[src/include/sfa_cfg.svh]
// Offsets, field positions, reset values and timing of the fault/ack block
`ifndef SFA_CFG_SVH
`define SFA_CFG_SVH
// Register byte offsets
`define SFA_CTRL_OFF 8'h00
`define SFA_CW0_OFF 8'h04
`define SFA_CW1_OFF 8'h08
`define SFA_STAT_OFF 8'h0C
`define SFA_TOL_OFF 8'h10
`define SFA_TELEG_OFF 8'h14
`define SFA_SACK_OFF 8'h18
// Control register fields
`define SFA_CTRL_RAMP 0
`define SFA_CTRL_LOCK 1
`define SFA_CTRL_EXTFB 2
`define SFA_CTRL_BASIC 3
`define SFA_CTRL_FSIN 4
// Safety control word fields
`define SFA_CW_STO 0
`define SFA_CW_SS1 1
`define SFA_CW_ACK 7
`define SFA_CW_POSDES 12
`define SFA_CW_NEGDES 13
// Status register fields
`define SFA_ST_TOFF 0
`define SFA_ST_RAMP 1
`define SFA_ST_EVENT 7
`define SFA_ST_DISC 8
`define SFA_ST_EVAL 9
`define SFA_ST_INH 10
`define SFA_ST_POS 12
`define SFA_ST_NEG 13
// Reset values
`define SFA_CTRL_RST 5'h00
`define SFA_CW_RST 16'hFFFF
`define SFA_TOL_RST 16'h0064
// Timing: tolerance counted in 1 ms ticks of a 40 ns clock
`define SFA_CLK_PERIOD_NS 40
`define SFA_TICK_US 1000
`endif

[src/include/sfa_pkg.sv]
// Types shared by the fault/ack block
`default_nettype none
package sfa_pkg;
  typedef enum logic [1:0] {SFA_SQ_WAIT, SFA_SQ_ARM, SFA_SQ_MID} sfa_seq_t;
  typedef struct packed {
    sfa_seq_t st;
    logic hit;
  } sfa_det_st_t;
  typedef struct packed {
    logic pready;
    logic pslverr;
    logic [31:0] prdata;
    logic [4:0] ctrl;
    logic [15:0] cw0;
    logic [15:0] cw1;
    logic [15:0] tol;
    logic [1:0] teleg;
    logic sack;
    logic event_f;
    logic toff;
    logic ramp;
    logic inh;
    logic disc;
    logic eval;
    logic [15:0] tolcnt;
    logic [15:0] tickcnt;
    logic tick;
  } sfa_main_st_t;
endpackage
`default_nettype wire

[src/hw/sfa_sync3.sv]
// Three-stage synchroniser with agreement filter for pin inputs
`default_nettype none
module sfa_sync3 #(
  parameter int W = 1
) (
  // Clock and reset
  input wire logic pclk,
  input wire logic presetn,
  // Data
  input wire logic [W-1:0] din,
  output logic [W-1:0] dout
);
  // A zero-wide synchroniser has nothing to carry
  if (W < 1) begin : g_chk
    $error("W must be at least 1");
  end

  logic [W-1:0] s1_r;
  logic [W-1:0] s2_r;
  logic [W-1:0] s3_r;

  // Only stage two reads stage one; a change counts once 2 and 3 agree
  always_ff @(posedge pclk or negedge presetn) begin
    if (!presetn) begin
      s1_r <= '0;
      s2_r <= '0;
      s3_r <= '0;
      dout <= '0;
    end else begin
      s1_r <= din;
      s2_r <= s1_r;
      s3_r <= s2_r;
      for (int i = 0; i < W; i++) begin
        if (s2_r[i] == s3_r[i]) begin
          dout[i] <= s3_r[i];
        end
      end
    end
  end
endmodule
`default_nettype wire

[src/hw/sfa_seq_det.sv]
// Three-level sequence detector (idle, opposite, idle) on one bit
`default_nettype none
module sfa_seq_det #(
  parameter logic IDLE_LVL = 1'b0
) (
  // Clock and reset
  input wire logic pclk,
  input wire logic presetn,
  // Sampled bit and detection pulse
  input wire logic smp,
  output logic hit
);
  sfa_pkg::sfa_det_st_t st_r;
  sfa_pkg::sfa_det_st_t st_nxt;

  // Each level must be seen in order; a lone level never fires
  always_comb begin
    st_nxt = st_r;
    st_nxt.hit = 1'b0;
    unique case (st_r.st)
      sfa_pkg::SFA_SQ_WAIT: begin
        if (smp == IDLE_LVL) st_nxt.st = sfa_pkg::SFA_SQ_ARM;
      end
      sfa_pkg::SFA_SQ_ARM: begin
        if (smp != IDLE_LVL) st_nxt.st = sfa_pkg::SFA_SQ_MID;
      end
      sfa_pkg::SFA_SQ_MID: begin
        if (smp == IDLE_LVL) begin
          st_nxt.st = sfa_pkg::SFA_SQ_ARM;
          st_nxt.hit = 1'b1;
        end
      end
      default: st_nxt.st = sfa_pkg::SFA_SQ_WAIT;
    endcase
  end

  // Start waiting so a level held over reset is not a half sequence
  always_ff @(posedge pclk or negedge presetn) begin
    if (!presetn) begin
      st_r <= '{st: sfa_pkg::SFA_SQ_WAIT, hit: 1'b0};
    end else begin
      st_r <= st_nxt;
    end
  end

  assign hit = st_r.hit;
endmodule
`default_nettype wire

[src/hw/sfa_ack_logic.sv]
// Safety fault response and acknowledgment logic with APB registers
//
// The APB interface to the registers and the register addresses were chosen for this implementation.
`include "sfa_cfg.svh"
`default_nettype none
module sfa_ack_logic #(
  parameter int TICK_CYCLES = `SFA_TICK_US * 1000 / `SFA_CLK_PERIOD_NS
) (
  // Clock and power-up reset
  input wire logic pclk,
  input wire logic presetn,
  // APB slave
  input wire logic psel,
  input wire logic penable,
  input wire logic pwrite,
  input wire logic [7:0] paddr,
  input wire logic [31:0] pwdata,
  output logic pready,
  output logic [31:0] prdata,
  output logic pslverr,
  // Motion monitor and drive state
  input wire logic limit_fault,
  input wire logic standstill,
  input wire logic run_command,
  // Fail-safe input pins
  input wire logic failsafe_input_ack,
  input wire logic failsafe_input_sto,
  input wire logic failsafe_input_ss1,
  // Stop paths and flags
  output logic torque_off_active_flag,
  output logic ramp_stop_active,
  output logic internal_event_flag,
  output logic discrepancy_fault,
  output logic evaluated_input,
  output logic restart_inhibit
);
  localparam int TOL_W = 16;
  // Detector idle levels: 0 for low-high-low, 1 for high-low-high
  localparam logic [8:0] DET_IDLE = 9'h0FC;

  if (TICK_CYCLES < 1 || TICK_CYCLES > 65535) begin : g_chk
    $error("TICK_CYCLES out of range");
  end

  sfa_pkg::sfa_main_st_t s_r;
  sfa_pkg::sfa_main_st_t s_nxt;
  logic [2:0] fs_sync;
  logic [8:0] det_src;
  logic [8:0] det_hit;
  logic pos_active;
  logic neg_active;
  logic sdm_active;
  logic fault_now;
  logic ev_ack;
  logic disc_ack;
  logic disagree;
  logic acc;
  logic setup;

  // Fail-safe pins come from outside the clock domain
  sfa_sync3 #(.W(3)) u_sync (
    .pclk(pclk),
    .presetn(presetn),
    .din({failsafe_input_ss1, failsafe_input_sto, failsafe_input_ack}),
    .dout(fs_sync)
  );

  // Ack sources, one detector each
  assign det_src = {s_r.cw1[`SFA_CW_ACK], s_r.cw1[`SFA_CW_SS1],
                    s_r.cw1[`SFA_CW_STO], fs_sync[2], fs_sync[1],
                    s_r.cw0[`SFA_CW_SS1], s_r.cw0[`SFA_CW_STO],
                    fs_sync[0], s_r.cw0[`SFA_CW_ACK]};

  for (genvar i = 0; i < 9; i++) begin : g_det
    sfa_seq_det #(.IDLE_LVL(DET_IDLE[i])) u_det (
      .pclk(pclk),
      .presetn(presetn),
      .smp(det_src[i]),
      .hit(det_hit[i])
    );
  end

  // Direction monitor selected while its deselect bit is low
  assign pos_active = ~s_r.cw0[`SFA_CW_POSDES];
  assign neg_active = ~s_r.cw0[`SFA_CW_NEGDES];
  assign sdm_active = pos_active | neg_active;
  assign fault_now = limit_fault & sdm_active;

  // Event acks: word 0 and fail-safe inputs
  assign ev_ack = det_hit[0]
      | (s_r.ctrl[`SFA_CTRL_FSIN] & det_hit[1])
      | det_hit[2] | det_hit[4]
      | det_hit[3] | det_hit[5];

  // Discrepancy acks depend on where the extended functions live
  assign disc_ack = s_r.ctrl[`SFA_CTRL_EXTFB]
      ? (|det_hit[8:6]
         | (s_r.ctrl[`SFA_CTRL_BASIC] & det_hit[4]))
      : ev_ack;

  assign disagree = s_r.teleg[0] ^ s_r.teleg[1];
  assign setup = psel & ~penable;
  assign acc = psel & penable & s_r.pready;

  // Next state of registers, stop paths and discrepancy tracking
  always_comb begin
    s_nxt = s_r;
    s_nxt.sack = 1'b0;
    s_nxt.tick = 1'b0;

    // Millisecond enable from the clock divider
    if (s_r.tickcnt == 16'(TICK_CYCLES - 1)) begin
      s_nxt.tickcnt = 16'h0000;
      s_nxt.tick = 1'b1;
    end else begin
      s_nxt.tickcnt = s_r.tickcnt + 16'h0001;
    end

    // APB: decode in setup, answer in the first access cycle
    if (setup) begin
      s_nxt.pready = 1'b1;
      s_nxt.pslverr = 1'b0;
      s_nxt.prdata = 32'h0000_0000;
      unique case (paddr)
        `SFA_CTRL_OFF: s_nxt.prdata = {27'h0, s_r.ctrl};
        `SFA_CW0_OFF: s_nxt.prdata = {16'h0, s_r.cw0};
        `SFA_CW1_OFF: s_nxt.prdata = {16'h0, s_r.cw1};
        `SFA_STAT_OFF: begin
          s_nxt.prdata[`SFA_ST_TOFF] = s_r.toff;
          s_nxt.prdata[`SFA_ST_RAMP] = s_r.ramp;
          s_nxt.prdata[`SFA_ST_EVENT] = s_r.event_f;
          s_nxt.prdata[`SFA_ST_DISC] = s_r.disc;
          s_nxt.prdata[`SFA_ST_EVAL] = s_r.eval;
          s_nxt.prdata[`SFA_ST_INH] = s_r.inh;
          s_nxt.prdata[`SFA_ST_POS] = pos_active;
          s_nxt.prdata[`SFA_ST_NEG] = neg_active;
        end
        `SFA_TOL_OFF: s_nxt.prdata = {16'h0, s_r.tol};
        `SFA_TELEG_OFF: s_nxt.prdata = {30'h0, s_r.teleg};
        `SFA_SACK_OFF: s_nxt.prdata = 32'h0000_0000;
        default: s_nxt.pslverr = 1'b1;
      endcase
    end else if (acc) begin
      s_nxt.pready = 1'b0;
      s_nxt.pslverr = 1'b0;
      if (pwrite && !s_r.pslverr) begin
        unique case (paddr)
          `SFA_CTRL_OFF: begin
            // Stop kind and modes freeze once locked
            if (!s_r.ctrl[`SFA_CTRL_LOCK]) begin
              s_nxt.ctrl = pwdata[4:0];
            end
          end
          `SFA_CW0_OFF: s_nxt.cw0 = pwdata[15:0];
          `SFA_CW1_OFF: s_nxt.cw1 = pwdata[15:0];
          `SFA_TOL_OFF: s_nxt.tol = pwdata[15:0];
          `SFA_TELEG_OFF: s_nxt.teleg = pwdata[1:0];
          `SFA_SACK_OFF: s_nxt.sack = pwdata[0];
          default: s_nxt.sack = 1'b0;
        endcase
      end
    end

    // Restart inhibit: cleared by standard ack with event gone, run low
    if (s_r.sack && !s_r.event_f && !run_command) begin
      s_nxt.inh = 1'b0;
    end

    // Internal event: a fail-safe ack clears, a new fault wins
    if (ev_ack) begin
      s_nxt.event_f = 1'b0;
      s_nxt.ramp = 1'b0;
    end
    if (fault_now) begin
      s_nxt.event_f = 1'b1;
      s_nxt.inh = 1'b1;
      if (!s_r.event_f) begin
        if (s_r.ctrl[`SFA_CTRL_RAMP]) begin
          s_nxt.ramp = ~s_r.toff;
        end else begin
          s_nxt.toff = 1'b1;
        end
      end
    end

    // Ramp stop ends in torque-off at standstill
    if (s_r.ramp && standstill && !ev_ack) begin
      s_nxt.ramp = 1'b0;
      s_nxt.toff = 1'b1;
    end

    // Torque released only after the event and inhibit are gone
    if (!s_nxt.event_f && !s_nxt.inh) begin
      s_nxt.toff = 1'b0;
    end

    // Discrepancy: count ticks of disagreement, never an event
    // The divider runs free, so the first tick may come after one cycle;
    // waiting for one tick past the setting guarantees the full tolerance
    if (!disagree) begin
      s_nxt.tolcnt = 16'h0000;
      if (disc_ack) begin
        s_nxt.disc = 1'b0;
      end
    end else if (s_r.tick && !s_r.disc) begin
      s_nxt.tolcnt = s_r.tolcnt + 16'h0001;
      if (s_r.tolcnt + 16'h0001 > s_r.tol) begin
        s_nxt.disc = 1'b1;
      end
    end

    // Evaluated input held at zero while the discrepancy stands
    if (s_nxt.disc) begin
      s_nxt.eval = 1'b0;
    end else if (!disagree) begin
      s_nxt.eval = s_r.teleg[0];
    end
  end

  // Power-up clears every flag, the event included
  always_ff @(posedge pclk or negedge presetn) begin
    if (!presetn) begin
      s_r <= '0;
      s_r.ctrl <= `SFA_CTRL_RST;
      s_r.cw0 <= `SFA_CW_RST;
      s_r.cw1 <= `SFA_CW_RST;
      s_r.tol <= `SFA_TOL_RST;
    end else begin
      s_r <= s_nxt;
    end
  end

  // Outputs straight from the state flops
  assign pready = s_r.pready;
  assign prdata = s_r.prdata;
  assign pslverr = s_r.pslverr;
  assign torque_off_active_flag = s_r.toff;
  assign ramp_stop_active = s_r.ramp;
  assign internal_event_flag = s_r.event_f;
  assign discrepancy_fault = s_r.disc;
  assign evaluated_input = s_r.eval;
  assign restart_inhibit = s_r.inh;

  // Checks on the stop, ack and discrepancy paths
  property p_event_set;
    @(posedge pclk) disable iff (!presetn)
    fault_now |=> s_r.event_f;
  endproperty
  a_event_set: assert property (p_event_set)
    else $error("fault did not raise the internal event");

  property p_toff_now;
    @(posedge pclk) disable iff (!presetn)
    fault_now && !s_r.event_f && !s_r.ctrl[`SFA_CTRL_RAMP]
      |=> s_r.toff && !s_r.ramp;
  endproperty
  a_toff_now: assert property (p_toff_now)
    else $error("torque-off stop not immediate");

  property p_ramp_end;
    @(posedge pclk) disable iff (!presetn)
    s_r.ramp && standstill && !ev_ack |=> s_r.toff && !s_r.ramp;
  endproperty
  a_ramp_end: assert property (p_ramp_end)
    else $error("ramp stop did not end in torque-off");

  property p_mode_lock;
    @(posedge pclk) disable iff (!presetn)
    s_r.ctrl[`SFA_CTRL_LOCK] |=> $stable(s_r.ctrl);
  endproperty
  a_mode_lock: assert property (p_mode_lock)
    else $error("stop setting changed after lock");

  property p_event_hold;
    @(posedge pclk) disable iff (!presetn)
    s_r.event_f && !ev_ack |=> s_r.event_f;
  endproperty
  a_event_hold: assert property (p_event_hold)
    else $error("event cleared without fail-safe ack");

  property p_fs_clear;
    @(posedge pclk) disable iff (!presetn)
    s_r.event_f && ev_ack && !fault_now |=> !s_r.event_f;
  endproperty
  a_fs_clear: assert property (p_fs_clear)
    else $error("fail-safe ack did not clear event");

  property p_disc_no_event;
    @(posedge pclk) disable iff (!presetn)
    !s_r.event_f && !fault_now |=> !s_r.event_f;
  endproperty
  a_disc_no_event: assert property (p_disc_no_event)
    else $error("event set without a limit fault");

  property p_disc_wait;
    @(posedge pclk) disable iff (!presetn)
    $rose(s_r.disc) |-> $past(s_r.tick) && $past(disagree);
  endproperty
  a_disc_wait: assert property (p_disc_wait)
    else $error("discrepancy reported off a tick");

  property p_eval_zero;
    @(posedge pclk) disable iff (!presetn)
    s_r.disc |-> !s_r.eval;
  endproperty
  a_eval_zero: assert property (p_eval_zero)
    else $error("evaluated input not forced to zero");

  property p_apb_answer;
    @(posedge pclk) disable iff (!presetn)
    setup |=> s_r.pready ##1 !s_r.pready;
  endproperty
  a_apb_answer: assert property (p_apb_answer)
    else $error("APB answer not in first access cycle");

  c_fault_ramp: cover property (@(posedge pclk) disable iff (!presetn)
    s_r.ramp ##1 s_r.toff);
  c_event_ack: cover property (@(posedge pclk) disable iff (!presetn)
    s_r.event_f ##1 !s_r.event_f);
  c_disc_set: cover property (@(posedge pclk) disable iff (!presetn)
    $rose(s_r.disc));
endmodule
`default_nettype wire

[config.mk]
export PLATFORM = sky130hd
export DESIGN_NAME = sfa_ack_logic
export DESIGN_NICKNAME = d
export VERILOG_FILES = /design/src/include/sfa_pkg.sv /design/src/hw/sfa_sync3.sv /design/src/hw/sfa_seq_det.sv /design/src/hw/sfa_ack_logic.sv
export VERILOG_INCLUDE_DIRS = /design/src /design/src/include
export SDC_FILE = /design/constraint.sdc
export NUM_CORES = 1
export LEC_CHECK = 0
export BUFFER_PORTS_ARGS = -buffer_cell sky130_fd_sc_hd__buf_2
export CAP_MARGIN = 20
export CORE_MARGIN = 3
export CORE_UTILIZATION = 35
export DETAILED_ROUTE_END_ITERATION = 6
export SYNTH_ARGS = -nofsm -noshare
export SYNTH_HDL_FRONTEND = slang
export SYNTH_SLANG_ARGS = --single-unit
[constraint.sdc]
create_clock -name pclk -period 3.95 [get_ports pclk]
set_input_delay 0.1975 -clock pclk [delete_from_list [all_inputs] [get_ports pclk]]
set_output_delay 0.1975 -clock pclk [all_outputs]
set_load 0.05 [all_outputs]
# Yosys cells after proc, flatten, opt, wreduce, memory -nomap -nowiden
# Cells that the tools add are included.
[op_classes]
add_sub_neg = 2
reduce_logical = 44
n_eq_ne = 59
mux = 79
bitwise_logic = 20
order_cmp = 1
[ops]
columns = ["cell", "n"]
rows = [
  ["2-bit one-hot mux with 3 select lines", 10],
  ["2-bit inequality test, second input constant", 28],
  ["16-bit two-way mux", 3],
  ["2-bit two-way mux", 23],
  ["16-bit by 1-bit adder with 16-bit output, second input constant", 2],
  ["3-bit AND reduction", 10],
  ["1-bit two-way mux", 28],
  ["3-bit two-way mux", 9],
  ["8-bit by 5-bit equality test with 1-bit output, second input constant", 3],
  ["5-bit one-hot mux with 4 select lines", 1],
  ["4-bit AND reduction", 5],
  ["2-bit by 1-bit equality test with 1-bit output, second input constant", 9],
  ["2-bit equality test, second input constant", 9],
  ["2-bit logical NOT", 9],
  ["16-bit by 15-bit equality test with 1-bit output, second input constant", 1],
  ["8-bit by 4-bit equality test with 1-bit output, second input constant", 2],
  ["16-bit > comparator", 1],
  ["4-bit one-hot mux with 4 select lines", 1],
  ["2-bit one-hot mux with 6 select lines", 1],
  ["8-bit by 3-bit equality test with 1-bit output, second input constant", 1],
  ["8-bit logical NOT", 1],
  ["2-bit one-hot mux with 4 select lines", 1],
  ["1-bit logical AND", 7],
  ["1-bit logical NOT", 7],
  ["14 further kinds", 33],
]
[word_totals]
register_bits = 168
elab_cells = 248
output_inout_bits = 40

# Depth between registers and ports, before layout
[depth]
ltp_word = 14
ltp_mapped = 12

# Cells and area by module
# A second synthesis with hierarchy kept.
[hier_totals]
hier_cells = 654
area_unflattened_um2 = 7454.6
[by_module_without_submodules]
columns = ["module", "seq_area_each_um2", "area_each_um2", "instances", "cells_each"]
rows = [
  ["sfa_ack_logic", 2871.5, 6197.2, 1, 570],
  ["sfa_seq_det at g_det[2].u_det ...", 75.1, 102.6, 6, 8],
  ["sfa_sync3", 300.3, 334.1, 1, 15],
  ["sfa_seq_det at g_det[0].u_det ...", 75.1, 102.6, 3, 7],
]

# Worst setup path after synthesis
# Ideal clock, no wire load.
[synth_path]
path_kind = "reg2reg"
startpoint = "register s_r[17] in the netlist's numbering"
endpoint = "register s_r (netlist bit evaluated_input)"
t_arrival_ns = 2.762
path_buffers = 0
stages_incl_launch_ff = 12
setup_slack_ns = 1.068
synth_period_minus_slack_ns = 2.882
required_time_ns = 3.830
setup_ns = 0.120
path_cell_list = "dfrtp_1 ha_1 nand3_1 nor4_1 nand3_1 xnor2_1 ha_1 nand4_1 nor4_1 o21ai_0 a31o_2 and3_1"
[synth_between]
elab_chain_cells = 6
word_cells_on_any_way = 7
[synth_rtl]
columns = ["item", "line_no", "rtl"]
rows = [
  ["from (decl)", "sfa_ack_logic.sv:45", "sfa_pkg::sfa_main_st_t s_r;"],
  ["from (signal assigned)", "sfa_ack_logic.sv:229", "s_r <= s_nxt;"],
  ["16-bit by 1-bit adder with 16-bit output (*)", "sfa_ack_logic.sv:207", "if (s_r.tolcnt + 16'h0001 > s_r.tol) begin"],
  ["16-bit > comparator (*)", "sfa_ack_logic.sv:207", ""],
  ["1-bit two-way mux (*)", "sfa_ack_logic.sv:207", ""],
  ["1-bit two-way mux (*)", "sfa_ack_logic.sv:205", "end else if (s_r.tick && !s_r.disc) begin"],
  ["1-bit two-way mux (*)", "sfa_ack_logic.sv:200", "if (!disagree) begin"],
  ["2-bit inequality test (no line) or 1-bit two-way mux (tied branches)", "-", ""],
]
# Every way passes the cells marked *; elsewhere a longest branch is shown, timed or not.
# A chain may end at the register's enable or synchronous reset.

# Final worst setup path
# Same ends and word-level chain as after synthesis.

==> metrics <==
outcome complete, no violations; Starting Density 36.12%; Residual DRC 0; Fin Setup TNS 0 ps; Crit path arrival time between 3000 and 4000 ps; EDFF count, synth 0; crit start category flip-flop; top cells by area, synth dfrtp_1, dfstp_2, mux2_2; Clock Pin Slew Worst Setup and Hold Paths 60 ps; Hold Crit Class in2reg; DR pass1 iterations 5; RePlAce Congestion 0.7902; fin nets 772; share of cells above drive strength 1 27.79%; fin cells around 990; most frequent cells in the layout dfrtp_1, buf_2, mux2_2; Routed WL 16100 microns; Synth Warn # 0; post-synth design cell area around 0.0074 sq mm; CTS H-tree depth 4; Final period util approximately three quarters; Tmin final 3035 ps; Primary FF master, synth dfrtp_1; register area share after synthesis 51.97%; DR iter-0 viols 255; Worst Path Required 4260 ps; end of the worst register-to-register path evaluated_input; first-pass GRT wire length 26200 microns; M1 WL 7719 microns; IO Pins 91; Max Used Layer met5; crit-path max FO 4; syn avg cell area 11.30 sq um; min-delay src run_command; Gate Count Post-Synth approximately 660; Reg2Reg Setup Slack 920 ps; pin count of the biggest net entering global routing 106; Total Routing Usage GR roughly 15%; final hold vios 0; Post-DP Area 0.007734 sq mm; RSZ-0062 raised after global routing no; die width roughly 150 microns; max_slew headroom 32.21%; WHS Path Cells 3; Finished Cell Area between 0.008 and 0.009 sq mm; Max-Cap Viols 0; core footprint about 0.02 sq mm; clk_lat worst skew 420 ps; Final Skew 8.205 ps; Worst Setup Path Type reg2reg; Die ar. 0.02293 sq mm; fillers about 2.0k; Setup crit end kind flip-flop; HPWL after DPL ~11000 microns; CTS Buf Count 17; Vias/cell 5.003; Hold Crit Endpoint restart_inhibit; DR vias 4933; PD cells about 410 mW/mm^2; Congestion Overflow GR 0; clock sink count 152; Yosys top cell area share about two fifths; Resized Gates After CTS 0; placed insts 949; Cell variety after synth 59; drt wl/cell roughly 16 microns; IO buf count 58; Synth Register Bits 152; CTS root buffer clkbuf_16; Leak Pwr 3.721 nW; commonest non-fill, non-tap cell in the layout dfrtp_1; Setup-failing EPs final 0; cells on worst reg2reg path 12; CTS tree built; Worst R2R Start s_r[17]; ant diodes 0; Yosys top cell by area dfrtp_1; Clock Path Buffers 2; max-slew violation count 0; Max Clock Freq about 330 MHz; Die H 151.4 microns; row count between 50 and 60; routed wl met3 686 microns; Layout Area Growth over Synthesis 13.03%; asr flop ratio synth between 90% and 100%; antenna violations before repair 1; met2 wire length 7469 microns; Post-DRT Antenna Nets 0; vias in the first global route 4845; slew of the pin with the lowest slew margin 1017 ps; Peak VDD IR 311.9 uV
-- cells in the mapped netlist, types with 11 or more instances --
library cell	number
nor2_1	48
xor2_1	24
dfrtp_1	117
nand3_1	20
ha_1	18
dfstp_2	35
mux2_2	55
xnor2_1	25
buf_4	35
nor3_1	11
o21ai_0	22
nand2_1	48
a21oi_1	18
inv_1	19
-- stage by stage --
| stage | setup WS [ps] | util [%] | total power, mW | hold slack, ps |
|---|---|---|---|---|
| after floorplan | 1068 | - | 1.791 | -98.09 |
| after global placement | 908.9 | 37.74 | 1.859 | 305.5 |
| after detailed placement | 913.0 | 37.74 | 1.863 | 306.8 |
| after CTS | 892.7 | 40.83 | 3.489 | 16.72 |
| after global routing | 643.7 | 40.83 | 3.588 | 30.67 |
| final | 915.0 | 40.83 | 3.438 | 33.35 |
-- cell type report --
cell class / instances / area (sq um) / share of cell area [%]
clock buffer: 21 / 460.4 / 5.502
multi-input combinational: 442 / 3124 / 37.34
clock inverter: 11 / 123.9 / 1.480
inverter: 20 / 75.07 / 0.8971
timing repair buffer: 70 / 399.1 / 4.770
sequential: 152 / 3847 / 45.98
tap: 270 / 337.8 / 4.037
-- worst max-delay path, cell delays in order, from the launching register on --
cell and delay (ps):
dfrtp_1 420, ha_1 260, nand3_1 160, nor4_1 310, buf_4 180, nand3_1 90
xnor2_1 150, ha_1 280, nand4_1 120, nor4_1 380, o21ai_0 150, a31o_2 260
and3_1 150
-- cell families after synthesis --
| logic type | after synthesis | share of synthesized area (%) |
|---|---|---|
| buf+inv | 76 | 6.591 |
| other cells | 1 | 0.05065 |
| mux | 59 | 8.907 |
| simple gates | 193 | 13.45 |
| xor+xnor | 49 | 5.797 |
| fa+ha+maj | 23 | 3.718 |
| compound gates | 102 | 9.515 |
| flops | 152 | 51.97 |
-- registers in the layout, summed over array words and instances, names as in the netlist, 3 cells and up --
| register | count |
|---|---|
| u_sync.dout | 3 |
| det_src | 6 |
| u_sync.s2_r | 3 |
| s_r | 83 |
| g_det.u_det.st_r | 18 |
| u_sync.s1_r | 3 |
| prdata | 16 |
| u_sync.s3_r | 3 |
| g_det.u_det.hit | 9 |
-- routing by layer --
layer  vias to the layer above  track usage, %
met5                         -               0
met4                         2           5.032
met3                        16           3.321
met2                        98           22.78
met1                      2460           20.61
li1                       2357               -
-- power breakdown --
part	internal, mW	total [mW]	switching [mW]
Sequential	1.60	1.63	0.0301
Combinational	0.0595	0.211	0.151
Clock	0.964	1.60	0.638
-- worst max-delay path by stage --
stage            start         endpoint  slack [ps]  cells past startpoint
2_1_floorplan  s_r[17]  evaluated_input        1070                     11
6_report       s_r[17]  evaluated_input         920                     12
3_5_place_dp   s_r[17]  evaluated_input         910                     12
5_1_grt        s_r[17]  evaluated_input         640                     12
4_1_cts        s_r[17]  evaluated_input         890                     12
3_3_place_gp   s_r[17]  evaluated_input         910                     12
-- timing repair --
action,in CTS,in global routing
endpoints found under the hold margin,74,0
hold buffers,5,0
buffers inserted,0,0
Note: power is estimated with default switching activity, not from simulation.
